<file path="config.mk">
export PLATFORM = sky130hd
export DESIGN_NAME = asr_dev_flat
export DESIGN_NICKNAME = d
export VERILOG_FILES = /design/src/asr_pkg.sv /design/src/asr_if.sv /design/src/asr_sync.sv /design/src/asr_dev.sv /design/src/flat_wrapper.sv
export SDC_FILE = /design/constraint.sdc
export NUM_CORES = 2
export LEC_CHECK = 0
export BUFFER_PORTS_ARGS = -buffer_cell sky130_fd_sc_hd__buf_2
export CAP_MARGIN = 30
export CELL_PAD_IN_SITES_DETAIL_PLACEMENT = 1
export CELL_PAD_IN_SITES_GLOBAL_PLACEMENT = 2
export CORE_ASPECT_RATIO = 1.75
export CORE_MARGIN = 5
export CORE_UTILIZATION = 30
export CTS_CLUSTER_DIAMETER = 150
export DETAILED_ROUTE_END_ITERATION = 12
export GPL_ROUTABILITY_DRIVEN = 0
export PLACE_DENSITY = 0.68
export SYNTH_ARGS = -nofsm -noshare
export SYNTH_HDL_FRONTEND = slang
export SYNTH_SLANG_ARGS = --single-unit
</file>
<file path="constraint.sdc">
create_clock -name sys_clk_in -period 4.49 [get_ports sys_clk_in]
set_input_delay 0.449 -clock sys_clk_in [delete_from_list [all_inputs] [get_ports sys_clk_in]]
set_output_delay 0.449 -clock sys_clk_in [all_outputs]
set_load 0.02 [all_outputs]
</file>
<file path="src/asr_pkg.sv">
`default_nettype none
package asr_pkg;
  // Clock and timing
  localparam int unsigned CLK_MHZ = 40;
  localparam int unsigned CONV_TIME_NS = 500;
  localparam int unsigned CONV_CYC = (CONV_TIME_NS * CLK_MHZ + 999) / 1000;
  localparam int unsigned CONVERT_START_IN_HIGH_NS = 50;
  localparam int unsigned CONVERT_START_IN_CYC = (CONVERT_START_IN_HIGH_NS * CLK_MHZ + 999) / 1000;
  // Half period must exceed the round trip through both synchronisers
  localparam int unsigned SCLK_HALF_CYC = 12;
  localparam logic [7:0] CONV_CNT_INIT = 8'(CONV_CYC - 1);
  localparam logic [7:0] CONVERT_START_IN_CNT_INIT = 8'(CONVERT_START_IN_CYC - 1);
  localparam logic [7:0] HALF_CNT_INIT = 8'(SCLK_HALF_CYC - 1);
  // Edges after release until the strap synchroniser has flushed
  localparam logic [2:0] STRAP_WAIT = 3'h4;
  // Word layout
  localparam int unsigned WORD_BITS = 16;
  localparam int unsigned STEPS = 32;
  localparam logic [3:0] BIT_LAST = 4'hf;
  localparam int unsigned CMD_WR_BIT = 15;
  localparam int unsigned ADDR_MSB = 14;
  localparam int unsigned ADDR_LSB = 9;
  localparam int unsigned DATA_MSB = 8;
  // Register map
  localparam logic [5:0] ADDR_MODE = 6'h00;
  localparam logic [5:0] ADDR_CFG = 6'h02;
  localparam logic [5:0] ADDR_STACK = 6'h20;
  localparam int unsigned CFG_SEQ_BIT = 0;
  localparam int unsigned CFG_BURST_BIT = 1;
  localparam int unsigned STK_ASEL_LSB = 0;
  localparam int unsigned STK_BSEL_LSB = 3;
  localparam int unsigned STK_LAST_BIT = 8;
  localparam logic [8:0] MODE_RST = 9'h000;
  localparam logic [8:0] CFG_RST = 9'h000;
  localparam logic [8:0] STK_RST = 9'h000;
  // Synchroniser idle levels: {convert_start_in, cs_n, sclk, sdi, ser_sel, line_sel}
  localparam logic [5:0] DEV_SYNC_RST = 6'h18;
  localparam logic [2:0] HOST_SYNC_RST = 3'h0;
  typedef enum logic [1:0] {CV_IDLE = 2'b01, CV_RUN = 2'b10} asr_conv_t;
  typedef enum logic [4:0] {
    HS_IDLE = 5'b00001,
    HS_LEAD = 5'b00010,
    HS_LOW = 5'b00100,
    HS_HIGH = 5'b01000,
    HS_TAIL = 5'b10000
  } asr_host_t;
endpackage
`default_nettype wire

</file>
<file path="src/asr_if.sv">
`default_nettype none
interface asr_if;
  logic convert_start;
  logic busy;
  logic cs_n;
  logic sclk;
  logic sdi;
  logic serial_out_a;
  logic serial_out_a_oe;
  logic serial_out_b;
  logic serial_out_b_oe;
  logic serial_parallel_select;
  logic line_count_select;
  // Resolved line levels, undriven lines read low
  logic serial_out_a_line;
  logic serial_out_b_line;
  assign serial_out_a_line = serial_out_a_oe & serial_out_a;
  assign serial_out_b_line = serial_out_b_oe & serial_out_b;
  modport dev (
    input convert_start, cs_n, sclk, sdi, serial_parallel_select, line_count_select,
    output busy, serial_out_a, serial_out_a_oe, serial_out_b, serial_out_b_oe
  );
  modport host (
    output convert_start, cs_n, sclk, sdi, serial_parallel_select, line_count_select,
    input busy, serial_out_a_line, serial_out_b_line
  );
endinterface
`default_nettype wire

</file>
<file path="src/asr_sync.sv">
`default_nettype none
module asr_sync #(
  parameter int unsigned W = 1,
  parameter logic [W-1:0] RST_VAL = '0
) (
  // Clock, reset, enable
  input wire logic sys_clk_in,
  input wire logic reset_n_in,
  input wire logic clk_en_in,
  // Data
  input wire logic [W-1:0] d_in,
  output logic [W-1:0] q_out
);
  logic [W-1:0] s1_r;
  logic [W-1:0] s2_r;
  logic [W-1:0] s3_r;
  genvar i;
  generate
    for (i = 0; i < W; i++)
    begin : g_bit
      always_ff @(posedge sys_clk_in)
      begin
        if (!reset_n_in)
        begin
          s1_r[i] <= RST_VAL[i];
          s2_r[i] <= RST_VAL[i];
          s3_r[i] <= RST_VAL[i];
          q_out[i] <= RST_VAL[i];
        end
        else if (clk_en_in)
        begin
          s1_r[i] <= d_in[i];
          s2_r[i] <= s1_r[i];
          s3_r[i] <= s2_r[i];
          // Change taken once stages two and three agree
          if (s2_r[i] == s3_r[i])
            q_out[i] <= s3_r[i];
        end
      end
    end
  endgenerate
endmodule
`default_nettype wire

</file>
<file path="src/asr_dev.sv">
`default_nettype none
// Summary of operation
// - Convert-start rising edge begins a conversion
// - Busy high during conversion, results after fall
// - Chip-select fall enables outputs, presents MSB
// - Each clock rise shifts out next bit
// - Two-line mode sends A and B together
// - Host holds select low across multi-word frames
// - Single-line mode: all on A, 32 clocks
// - Single-line pair in one or two frames
// - Single-line order is A then B
// - Write: D15 set, six-bit address, nine data
// - Read: D15 clear, address, low bits ignored
// - Read answer comes in the following transfer
// - Register mode returns previously addressed register
// - Writing zero to address zero leaves register mode
// - Readback word carries address in D14:D9
// - Pin sequencer ascends from pair zero
// - Register sequencer has 32 free steps
// - Burst converts whole sequence per start pulse
// - Line count strap caught at reset release
// - Two-line: group A on A, B on B
// - Serial port works only when selected
module asr_dev (
  // Clock, reset, enable
  input wire logic sys_clk_in,
  input wire logic reset_n_in,
  input wire logic clk_en_in,
  // Serial link
  asr_if.dev link,
  // Converter core
  input wire logic [15:0] sample_a_in,
  input wire logic [15:0] sample_b_in,
  output logic [2:0] chan_a_out,
  output logic [3:0] chan_b_out,
  // Configuration straps
  input wire logic sw_mode_in,
  input wire logic seq_pin_in,
  input wire logic burst_pin_in,
  input wire logic [2:0] chsel_in,
  // Status
  output logic reg_mode_out
);
  logic [5:0] pins_f;
  logic conv_f, cs_f, sclk_f, sdi_f, sp_f, lc_f;
  logic conv_q_r, cs_q_r, sclk_q_r;
  logic conv_rise, cs_fall, sclk_rise, exec;
  logic straps_ok_r, two_line_r, sw_r, seqpin_r, burstpin_r;
  logic [2:0] settle_r;
  logic [2:0] lastpair_r;
  logic reg_mode_r;
  logic [5:0] last_addr_r;
  logic [8:0] mode_reg_r, cfg_r;
  logic [8:0] stack_r [asr_pkg::STEPS];
  logic [15:0] res_a_r [asr_pkg::STEPS];
  logic [15:0] res_b_r [asr_pkg::STEPS];
  asr_pkg::asr_conv_t conv_st_r;
  logic [7:0] cnt_r;
  logic [4:0] step_r;
  logic [5:0] nres_r;
  logic busy_r;
  logic [3:0] bitcnt_r;
  logic [15:0] shin_r, sha_r, shb_r;
  logic [6:0] ptr_r, total;
  logic [15:0] cmd;
  logic [5:0] cmd_addr;
  logic [8:0] cmd_data;
  logic cmd_wr, cmd_nop, nxt_rm, seq_on, burst_on, last_step;

  localparam int unsigned STEPS_C = asr_pkg::STEPS;

  asr_sync #(.W(6), .RST_VAL(asr_pkg::DEV_SYNC_RST)) u_sync (
    .sys_clk_in(sys_clk_in),
    .reset_n_in(reset_n_in),
    .clk_en_in(clk_en_in),
    .d_in({link.convert_start, link.cs_n, link.sclk, link.sdi, link.serial_parallel_select,
           link.line_count_select}),
    .q_out(pins_f)
  );
  assign {conv_f, cs_f, sclk_f, sdi_f, sp_f, lc_f} = pins_f;

  always_ff @(posedge sys_clk_in)
  begin
    if (!reset_n_in)
    begin
      conv_q_r <= 1'b0;
      cs_q_r <= 1'b1;
      sclk_q_r <= 1'b1;
    end
    else if (clk_en_in)
    begin
      conv_q_r <= conv_f;
      cs_q_r <= cs_f;
      sclk_q_r <= sclk_f;
    end
  end
  assign conv_rise = conv_f & ~conv_q_r;
  assign cs_fall = sp_f & cs_q_r & ~cs_f;
  assign sclk_rise = sp_f & ~cs_f & sclk_f & ~sclk_q_r;
  assign exec = sclk_rise && bitcnt_r == asr_pkg::BIT_LAST;

  // Straps caught once the synchroniser holds the pin levels
  always_ff @(posedge sys_clk_in)
  begin
    if (!reset_n_in)
    begin
      straps_ok_r <= 1'b0;
      settle_r <= 3'h0;
      two_line_r <= 1'b0;
      sw_r <= 1'b0;
      seqpin_r <= 1'b0;
      burstpin_r <= 1'b0;
      lastpair_r <= 3'h0;
    end
    else if (clk_en_in && !straps_ok_r)
    begin
      if (settle_r != asr_pkg::STRAP_WAIT)
        settle_r <= settle_r + 3'h1;
      else
      begin
        straps_ok_r <= 1'b1;
        two_line_r <= lc_f;
        sw_r <= sw_mode_in;
        seqpin_r <= seq_pin_in;
        burstpin_r <= burst_pin_in;
        lastpair_r <= chsel_in;
      end
    end
  end

  // Command decode
  assign cmd = {shin_r[14:0], sdi_f};
  assign cmd_wr = cmd[asr_pkg::CMD_WR_BIT];
  assign cmd_addr = cmd[asr_pkg::ADDR_MSB:asr_pkg::ADDR_LSB];
  assign cmd_data = cmd[asr_pkg::DATA_MSB:0];
  assign cmd_nop = cmd == 16'h0000 && !reg_mode_r;
  assign nxt_rm = cmd_nop ? reg_mode_r : !(cmd_wr && cmd_addr == asr_pkg::ADDR_MODE && cmd_data == 9'h000);

  function automatic logic mapped(input logic [5:0] a);
    mapped = a == asr_pkg::ADDR_MODE || a == asr_pkg::ADDR_CFG || a >= asr_pkg::ADDR_STACK;
  endfunction

  function automatic logic [8:0] reg_val(input logic [5:0] a);
    reg_val = 9'h000;
    if (a == asr_pkg::ADDR_MODE)
      reg_val = mode_reg_r;
    else if (a == asr_pkg::ADDR_CFG)
      reg_val = cfg_r;
    else if (a >= asr_pkg::ADDR_STACK)
      reg_val = stack_r[a[4:0]];
  endfunction

  function automatic logic [15:0] word_a(input logic [6:0] p);
    word_a = 16'h0000;
    if (!busy_r && p < total)
    begin
      if (two_line_r)
        word_a = res_a_r[p[4:0]];
      else if (p[0])
        word_a = res_b_r[p[5:1]];
      else
        word_a = res_a_r[p[5:1]];
    end
  endfunction

  function automatic logic [15:0] word_b(input logic [6:0] p);
    word_b = 16'h0000;
    if (!busy_r && p < total && two_line_r)
      word_b = res_b_r[p[4:0]];
  endfunction

  assign total = two_line_r ? {1'b0, nres_r} : {nres_r, 1'b0};

  // Register file
  always_ff @(posedge sys_clk_in)
  begin
    if (!reset_n_in)
    begin
      reg_mode_r <= 1'b0;
      last_addr_r <= asr_pkg::ADDR_MODE;
      mode_reg_r <= asr_pkg::MODE_RST;
      cfg_r <= asr_pkg::CFG_RST;
      for (int i = 0; i < STEPS_C; i++)
        stack_r[i] <= asr_pkg::STK_RST;
    end
    else if (clk_en_in && exec && !cmd_nop)
    begin
      reg_mode_r <= nxt_rm;
      last_addr_r <= cmd_addr;
      if (cmd_wr)
      begin
        if (cmd_addr == asr_pkg::ADDR_MODE)
          mode_reg_r <= cmd_data;
        else if (cmd_addr == asr_pkg::ADDR_CFG)
          cfg_r <= cmd_data;
        else if (cmd_addr >= asr_pkg::ADDR_STACK)
          stack_r[cmd_addr[4:0]] <= cmd_data;
      end
    end
  end

  // Sequencer settings
  assign seq_on = sw_r ? cfg_r[asr_pkg::CFG_SEQ_BIT] : seqpin_r;
  assign burst_on = seq_on & (sw_r ? cfg_r[asr_pkg::CFG_BURST_BIT] : burstpin_r);
  assign last_step = !seq_on || (sw_r ? (stack_r[step_r][asr_pkg::STK_LAST_BIT] || step_r == 5'h1f)
                                      : step_r[2:0] == lastpair_r);

  always_ff @(posedge sys_clk_in)
  begin
    if (!reset_n_in)
    begin
      chan_a_out <= 3'h0;
      chan_b_out <= 4'h0;
    end
    else if (clk_en_in)
    begin
      if (sw_r)
      begin
        chan_a_out <= stack_r[step_r][asr_pkg::STK_ASEL_LSB +: 3];
        chan_b_out <= stack_r[step_r][asr_pkg::STK_BSEL_LSB +: 4];
      end
      else
      begin
        chan_a_out <= seq_on ? step_r[2:0] : chsel_in;
        chan_b_out <= {1'b0, seq_on ? step_r[2:0] : chsel_in};
      end
    end
  end

  // Conversion control
  always_ff @(posedge sys_clk_in)
  begin
    if (!reset_n_in)
    begin
      conv_st_r <= asr_pkg::CV_IDLE;
      cnt_r <= 8'h00;
      step_r <= 5'h00;
      nres_r <= 6'h00;
      busy_r <= 1'b0;
    end
    else if (clk_en_in)
    begin
      case (conv_st_r)
        asr_pkg::CV_IDLE:
        begin
          if (conv_rise)
          begin
            conv_st_r <= asr_pkg::CV_RUN;
            busy_r <= 1'b1;
            cnt_r <= asr_pkg::CONV_CNT_INIT;
            nres_r <= 6'h00;
          end
        end
        asr_pkg::CV_RUN:
        begin
          if (cnt_r != 8'h00)
            cnt_r <= cnt_r - 8'h01;
          else
          begin
            nres_r <= nres_r + 6'h01;
            if (burst_on && !last_step)
            begin
              step_r <= step_r + 5'h01;
              cnt_r <= asr_pkg::CONV_CNT_INIT;
            end
            else
            begin
              conv_st_r <= asr_pkg::CV_IDLE;
              busy_r <= 1'b0;
              step_r <= last_step ? 5'h00 : step_r + 5'h01;
            end
          end
        end
        default:
        begin
          conv_st_r <= asr_pkg::CV_IDLE;
          busy_r <= 1'b0;
        end
      endcase
    end
  end

  always_ff @(posedge sys_clk_in)
  begin
    if (!reset_n_in)
    begin
      for (int i = 0; i < STEPS_C; i++)
      begin
        res_a_r[i] <= 16'h0000;
        res_b_r[i] <= 16'h0000;
      end
    end
    else if (clk_en_in && conv_st_r == asr_pkg::CV_RUN && cnt_r == 8'h00)
    begin
      res_a_r[nres_r[4:0]] <= sample_a_in;
      res_b_r[nres_r[4:0]] <= sample_b_in;
    end
  end

  // Serial shifter
  always_ff @(posedge sys_clk_in)
  begin
    if (!reset_n_in)
    begin
      bitcnt_r <= 4'h0;
      shin_r <= 16'h0000;
      sha_r <= 16'h0000;
      shb_r <= 16'h0000;
      ptr_r <= 7'h00;
    end
    else if (clk_en_in)
    begin
      if (conv_rise && conv_st_r == asr_pkg::CV_IDLE)
        ptr_r <= 7'h00;
      if (cs_fall)
      begin
        bitcnt_r <= 4'h0;
        sha_r <= reg_mode_r ? {1'b0, last_addr_r, reg_val(last_addr_r)} : word_a(ptr_r);
        shb_r <= reg_mode_r ? 16'h0000 : word_b(ptr_r);
      end
      else if (sclk_rise)
      begin
        bitcnt_r <= bitcnt_r + 4'h1;
        shin_r <= cmd;
        if (exec)
        begin
          if (nxt_rm && !cmd_nop)
          begin
            sha_r <= {1'b0, cmd_addr, cmd_wr ? (mapped(cmd_addr) ? cmd_data : 9'h000) : reg_val(cmd_addr)};
            shb_r <= 16'h0000;
          end
          else if (reg_mode_r)
          begin
            sha_r <= word_a(ptr_r);
            shb_r <= word_b(ptr_r);
          end
          else
          begin
            ptr_r <= ptr_r + 7'h01;
            sha_r <= word_a(ptr_r + 7'h01);
            shb_r <= word_b(ptr_r + 7'h01);
          end
        end
        else
        begin
          sha_r <= {sha_r[14:0], 1'b0};
          shb_r <= {shb_r[14:0], 1'b0};
        end
      end
    end
  end

  // Output enables
  logic oe_a_r, oe_b_r;
  always_ff @(posedge sys_clk_in)
  begin
    if (!reset_n_in)
    begin
      oe_a_r <= 1'b0;
      oe_b_r <= 1'b0;
    end
    else if (clk_en_in)
    begin
      oe_a_r <= sp_f & ~cs_f;
      oe_b_r <= sp_f & ~cs_f & two_line_r;
    end
  end

  assign link.serial_out_a = sha_r[15];
  assign link.serial_out_b = shb_r[15];
  assign link.serial_out_a_oe = oe_a_r;
  assign link.serial_out_b_oe = oe_b_r;
  assign link.busy = busy_r;
  assign reg_mode_out = reg_mode_r;
endmodule
`default_nettype wire

</file>
<file path="src/flat_wrapper.sv">
// flat-port wrapper written by rule: the top's interface ports become plain ports
module asr_dev_flat 
  (sys_clk_in, reset_n_in, clk_en_in, sample_a_in, sample_b_in, chan_a_out, chan_b_out, sw_mode_in, seq_pin_in, burst_pin_in, chsel_in, reg_mode_out, link_convert_start, link_cs_n, link_sclk, link_sdi, link_serial_parallel_select, link_line_count_select, link_busy, link_serial_out_a, link_serial_out_a_oe, link_serial_out_b, link_serial_out_b_oe);
  asr_if link_i ();
  input wire logic sys_clk_in;
  input wire logic reset_n_in;
  input wire logic clk_en_in;
  input wire logic [15:0] sample_a_in;
  input wire logic [15:0] sample_b_in;
  output logic [2:0] chan_a_out;
  output logic [3:0] chan_b_out;
  input wire logic sw_mode_in;
  input wire logic seq_pin_in;
  input wire logic burst_pin_in;
  input wire logic [2:0] chsel_in;
  output logic reg_mode_out;
  input wire logic [$bits(link_i.convert_start)-1:0] link_convert_start;
  input wire logic [$bits(link_i.cs_n)-1:0] link_cs_n;
  input wire logic [$bits(link_i.sclk)-1:0] link_sclk;
  input wire logic [$bits(link_i.sdi)-1:0] link_sdi;
  input wire logic [$bits(link_i.serial_parallel_select)-1:0] link_serial_parallel_select;
  input wire logic [$bits(link_i.line_count_select)-1:0] link_line_count_select;
  output wire logic [$bits(link_i.busy)-1:0] link_busy;
  output wire logic [$bits(link_i.serial_out_a)-1:0] link_serial_out_a;
  output wire logic [$bits(link_i.serial_out_a_oe)-1:0] link_serial_out_a_oe;
  output wire logic [$bits(link_i.serial_out_b)-1:0] link_serial_out_b;
  output wire logic [$bits(link_i.serial_out_b_oe)-1:0] link_serial_out_b_oe;
  assign link_i.convert_start = link_convert_start;
  assign link_i.cs_n = link_cs_n;
  assign link_i.sclk = link_sclk;
  assign link_i.sdi = link_sdi;
  assign link_i.serial_parallel_select = link_serial_parallel_select;
  assign link_i.line_count_select = link_line_count_select;
  assign link_busy = link_i.busy;
  assign link_serial_out_a = link_i.serial_out_a;
  assign link_serial_out_a_oe = link_i.serial_out_a_oe;
  assign link_serial_out_b = link_i.serial_out_b;
  assign link_serial_out_b_oe = link_i.serial_out_b_oe;
  asr_dev u_core (.sys_clk_in(sys_clk_in), .reset_n_in(reset_n_in), .clk_en_in(clk_en_in), .link(link_i), .sample_a_in(sample_a_in), .sample_b_in(sample_b_in), .chan_a_out(chan_a_out), .chan_b_out(chan_b_out), .sw_mode_in(sw_mode_in), .seq_pin_in(seq_pin_in), .burst_pin_in(burst_pin_in), .chsel_in(chsel_in), .reg_mode_out(reg_mode_out));
endmodule
</file>
### After elaboration in Yosys (flattened, before gate mapping)

Memories as Yosys holds them, arrays and structs flattened. A register that Yosys moved wholly into a read port is not among the register bits.
Cells that the tools add are included.

| operators by class | value |
|---|---|
| $add $sub $neg | 6 |
| multipliers | 0 |
| div/mod/pow operators | 0 |
| order comparisons | 4 |
| eq/ne operators | 18 |
| shift operators | 0 |
| mux-type cells | 95 |
| bitwise gates (word level) | 15 |
| reductions and logical operators | 54 |

Operators by type and width:

| cell | count |
|---|---|
| $mux 16 | 22 |
| $mux 5 | 19 |
| $mux 9 | 9 |
| $mux 7 | 7 |
| $reduce_or 16->1 | 2 |
| $mux 8 | 3 |
| $mux 1 | 21 |
| $reduce_and 2->1 | 9 |
| $logic_and 1x1->1 | 16 |
| $logic_not 16->1 | 1 |
| $pmux 8 s2 | 1 |
| $reduce_and 4->1 | 4 |
| $lt 7x7->1 | 2 |
| $eq 6x2->1 const B | 2 |
| $ge 6x6->1 const B | 2 |
| $logic_not 6->1 | 2 |
| $mux 4 | 3 |
| $mux 6 | 2 |
| $pmux 6 s2 | 1 |
| $logic_not 9->1 | 1 |
| $reduce_and 3->1 | 3 |
| $reduce_or 9->1 | 1 |
| $and 1x1->1 | 8 |
| $logic_not 8->1 | 1 |
| other kinds (25) | 50 |

| word-level totals | value |
|---|---|
| register bits | 152 |
| latch bits | 0 |
| memory bits (writable) | 1,312 |
| bits in read-only memories | 0 |
| input port bits | 47 |
| logic and storage cells | 247 |
| memories | 3 |

Memory list:

| name | depth | width | rd ports | clocked after Yosys merged registers in | write ports | RTL line | RTL |
|---|---|---|---|---|---|---|---|
| u_core.res_a_r | 32 | 16 | 4 | 2 | 32 | asr_dev.sv:55 | `logic [15:0] res_a_r [asr_pkg::STEPS];` |
| u_core.res_b_r | 32 | 16 | 4 | 2 | 32 | asr_dev.sv:56 | `logic [15:0] res_b_r [asr_pkg::STEPS];` |
| u_core.stack_r | 32 | 9 | 3 | 3 | 32 | asr_dev.sv:54 | `logic [8:0] stack_r [asr_pkg::STEPS];` |

### Longest topological paths before layout

| logic depth | value |
|---|---|
| depth after elaboration | 12 |
| mapped depth | 16 |
| gate-level depth less buffers | 12 |

### By module

From an unflattened synthesis, not the netlist that was laid out.

| second synthesis, totals | value |
|---|---|
| cells, all modules | 6,927 |
| area, all modules | 97,273.3 um2 |

By module, submodules not included:

| module | instances | cells each | area each (um2) | sequential area each (um2) |
|---|---|---|---|---|
| asr_dev | 1 | 6,836 | 96,301.1 | 42,360.6 |
| asr_sync | 1 | 91 | 972.2 | 480.5 |

### Worst setup path after synthesis

No wires, ideal clock.

| timing | value |
|---|---|
| kind | register -> register |
| start point | register u_core.cnt_r[2] |
| end point | memory u_core.res_a_r[25][0] (enable) |
| library setup time | 0.466 ns |
| arrival | 4.256 ns |
| data required time | 4.024 ns |
| path slack | -0.232 ns |
| cell stages (with the launch flop) | 8 |
| path through | dfxtp_1 -> or4_4 -> or4_4 -> nor2_4 -> buf_6 -> nand3_4 -> buf_4 -> o21ai_0 |

RTL lines:

| item | RTL line | RTL |
|---|---|---|
| start, declared | asr_dev.sv:58 | `logic [7:0] cnt_r;` |
| start signal, assigned | asr_dev.sv:250 | `cnt_r <= asr_pkg::CONV_CNT_INIT;` |
| start signal, assigned | asr_dev.sv:257 | `cnt_r <= cnt_r - 8'h01;` |
| start signal, assigned | asr_dev.sv:264 | `cnt_r <= asr_pkg::CONV_CNT_INIT;` |
| end, declared | asr_dev.sv:55 |  |

### Final worst setup path

| timing | value |
|---|---|
| start point | register u_core.ptr_r[1] |
| end point | register u_core.shb_r[0] |

| between the ends | value |
|---|---|
| cells in the longest elaborated chain, start to end | 10 |
| elaborated cells between the ends (all ways) | 16 |

RTL lines:

| item | RTL line | RTL |
|---|---|---|
| start, declared | asr_dev.sv:64 | `logic [6:0] ptr_r, total;` |
| start signal, assigned | asr_dev.sv:339 | `ptr_r <= ptr_r + 7'h01;` |
| $add 7x1->7 | asr_dev.sv:341 | `shb_r <= word_b(ptr_r + 7'h01);` |
| $lt 7x7->1 | asr_dev.sv:168 | `if (!busy_r && p < total && two_line_r)` |
| $logic_and 1x1->1 (2 in a row) | asr_dev.sv:168 |  |
| $mux 16 | asr_dev.sv:168 |  |
| $mux 16 | asr_dev.sv:332 | `else if (reg_mode_r)` |
| $mux 16 | asr_dev.sv:327 | `if (nxt_rm && !cmd_nop)` |
| $mux 16 | asr_dev.sv:325 | `if (exec)` |
| $mux 16 | asr_dev.sv:321 | `else if (sclk_rise)` |
| $mux 16 * | asr_dev.sv:315 | `if (cs_fall)` |
| end signal, assigned | asr_dev.sv:319 | `shb_r <= reg_mode_r ? 16'h0000 : word_b(ptr_r);` |
| end signal, assigned | asr_dev.sv:335 | `shb_r <= word_b(ptr_r);` |
| end signal, assigned | asr_dev.sv:341 |  |
| end, declared | asr_dev.sv:63 | `logic [15:0] shin_r, sha_r, shb_r;` |

Mark *: on every way between the ends. The rest lies on a longest branch, timed or not. The select of a mux whose other input is x is not followed.
A chain may end at the register's enable or synchronous reset.

==> flow_metrics.tcl <==
set metrics [dict create \
    status "finished with violations" \
    cpMostUsedCell "mux4_2" \
    drive_gt1_share_pct 33.82 \
    syn_inst 6740 \
    required_ns 5.21 \
    path_buf_inv 2 \
    synth_top_cell_by_area "edfxtp_1" \
    htreeDepth 4 \
    clock_skew_ns 0.07034 \
    startpoint "u_core.ptr_r[1]" \
    numClockSinks 1484 \
    pwr-share-clk_pct 42.5 \
    ir_worst_vdd_mv 0.2290 \
    arrival_ns 5.00 \
    ff2ff_path_depth 9 \
    pwr-share-seq_pct 50.3 \
    cts_buffers 160 \
    crit_path_end_kind "flop" \
    start_util_pct 30.03 \
    first_global_vias 72818 \
    grt_usage_pct 26.68 \
    critical_path_peak_fanout 94 \
    grtUsageMet1_pct 26.69 \
    synthFlopType "edfxtp_1" \
    cts-root-buf "clkbuf_16" \
    crit_path_start_kind "flop" \
    dpl.cell_count 10854 \
    die_y_um 761.2 \
    rr_endpoint "u_core.shb_r[0]" \
    finalNonFillerCells 11209 \
    grt_use_met2_pct 45.54 \
    holdPathStages 2 \
    tightest_slew_ns 1.142 \
    failed_checks "antenna violations" \
    async_reset_ff_share_pct 0 \
    combinationalPowerShare_pct 7.2 \
    drt_wl_total_mm 457.1 \
    tritoncts "built" \
    cts.path.max_buffers 4 \
    synth_top_area_share_pct 40.73 \
    rr_startpoint "u_core.ptr_r[1]" \
    fillerInstances 33292 \
    drtIter0Drc 8475 \
    cp_cell_sequence "ha_4 -> buf_12 -> mux4_2 -> mux4_2 -> nor2_1 -> nor4_1 -> buf_4 -> o21ai_0 -> a211oi_1" \
    clkTransAtPathRegs_ns 0.07 \
    busiest_layer "met2" \
    layout_commonest_cell "mux4_2" \
    ys_ff_latch 1484 \
    cpMaxStageDelayCell "nor2_1" \
    rows 276 \
    synth-seq-area-share_pct 44.28 \
    maxSlewHeadroom_pct 23.59 \
    critPathCapture "u_core.shb_r[0]" \
    rsz0062_at_grt "false" \
    vias 70883 \
    p_switching_uw 8162 \
    syn_area_um2 96740 \
    synth_area_leaders "edfxtp_1 (41%), mux4_2 (32%), and2_1 (8.5%), dfxtp_1 (3.6%), mux2i_1 (2.2%)" \
    routed_via_density 6.324 \
    critical_path_class "reg2reg" \
    portBuffers 59 \
    synthDistinctLibCells 85 \
    fin_crit_ns 4.278 \
    p_leak_uw 0.03450 \
    yosys_warnings 0 \
    met3_usage_pct 5.019 \
    timing.hold.ws_ns 0.1837 \
    hold_class "in2reg" \
    drc 0 \
    swShare_pct 25.20 \
    max_stage_delay_ns 0.78 \
    grt_overflow 0 \
    io_pins 60 \
    syn_area_per_cell_um2 14.35 \
    synth_nets 6813 \
    place_hpwl_mm 316.1 \
    antenna_left 1 \
    die_width_um 439.3 \
    p_per_area_nw_per_um2 294.9 \
    grt_start_max_net_pins 95 \
    cap_violations 0 \
    internal-power_uw 24220 \
    timing.final.max_slew_violations 0 \
    coreArea_um2 322200 \
    syn_to_final_growth_pct 13.50 \
    antenna_found_initial 62 \
    crit_family "multiplexers" \
    synth_edf_count 1312 \
    grt_pass1_wl_mm 619.3 \
    drtPass1Iterations 8 \
    fp.dieArea_um2 334400 \
    layout_common_cells "mux4_2 (1,382), and2_1 (1,322), edfxtp_1 (1,312), buf_4 (376), nor2_1 (321)" \
    crit_cells 9 \
    nNetsFinal 6795 \
    hold_viol 0 \
    setup_violations 0 \
    fin_crit_sh_pct 95.27 \
    clock.fmax_mhz 233.8 \
    drt-wirelength-per-cell_um 40.78 \
    clk_latency_ns 0.88 \
    r2r_setup_slack_ns 0.21 \
]
==> timing repair <==
action / in CTS / in global routing
hold endpoints to repair: 12 / 0
resized for setup: 0 / 0
buffers inserted: 0 / 0
hold buffers: 12 / 0
==> per-stage QoR <==
step / TNS [ns] / setup WS (ns) / power, uW / utilization, % / cell area [um^2]
after floorplan: -106.13 / -0.2319 / 17570 / - / 96740
after global placement: -0.2002 / -0.2002 / 18710 / 32.39 / 104400
after detailed placement: 0 / 0.4504 / 18820 / 32.40 / 104400
after CTS: 0 / 0.4265 / 32460 / 34.03 / 109600
after global routing: 0 / 0.2281 / 33080 / 34.04 / 109700
final: 0 / 0.2122 / 32390 / 34.08 / 109800
==> power by group through the flow <==
stage	Sequential [uW]	Clock, uW	Combinational, uW
6_report	16300	13800	2330
3_5_place_dp	16600	0	2270
4_1_cts	16300	13900	2290
3_3_place_gp	16500	0	2250
2_1_floorplan	16300	0	1310
5_1_grt	16300	14400	2350
==> cell families after synthesis <==
logic type               after synthesis  synth area share (%)
buffers and inverters                744                 3.562
adder cells (fa/ha/maj)               26                0.3363
flip-flops                          1484                 44.28
AO/OA/AOI/OAI                        590                 3.950
multiplexers                        1629                 34.77
AND/OR/NAND/NOR                     2253                 12.96
XOR/XNOR                              14                0.1345
==> worst min-delay path by stage <==
stage	from	endpoint	slack [ns]
after floorplan	u_core.cnt_r[7]	u_core.cnt_r[7]	0.42
after global placement	u_core.cnt_r[7]	u_core.cnt_r[7]	0.44
after CTS	clk_en_in	u_core.cs_q_r	0.15
after global routing	clk_en_in	u_core.cs_q_r	0.19
after detailed placement	u_core.u_sync.s1_r[4]	u_core.u_sync.s1_r[4]	0.47
final	sample_a_in[14]	u_core.res_a_r[23][14]	0.18
==> per-layer routing <==
layer / part of all wire, % / wire, um
met5: 0.026 / 120
met4: 12 / 55380
met3: 8.1 / 36980
met2: 50 / 228200
met1: 30 / 136400
==> synth_stat cells, types with 41 or more instances <==
library cell / number
mux2i_1: 214
nor3_1: 90
nor2b_1: 58
buf_4: 80
edfxtp_1: 1312
o22ai_1: 73
nor2_1: 346
nand2_1: 264
mux4_2: 1382
dfxtp_1: 172
clkbuf_1: 366
nand3_1: 41
a22oi_1: 45
buf_2: 213
o21ai_0: 168
and2_1: 1322
a21oi_1: 97
==> area by class of cell <==
type	instances	area (um^2)	area share (%)
Antenna cell	61	152.6	0.1390
Multi-Input combinational cell	4512	51170	46.60
Clock buffer	195	4292	3.909
Timing Repair Buffer	534	4961	4.518
Sequential cell	1484	42880	39.06
Clock inverter	84	812.0	0.7395
Tap cell	4309	5391	4.910
Inverter	30	136.4	0.1242
==> registers in the layout, indices dropped and copies added (netlist names), 7 cells and up, named ones only <==
name               flops
u_core.shin_r         15
u_core.sha_r          16
u_core.stack_r       288
u_core.res_a_r       512
u_core.shb_r          16
u_core.mode_reg_r      9
u_core.cnt_r           8
u_core.res_b_r       512
u_core.ptr_r           7
u_core.cfg_r           9
No activity file was read; power rests on OpenSTA's default activity.
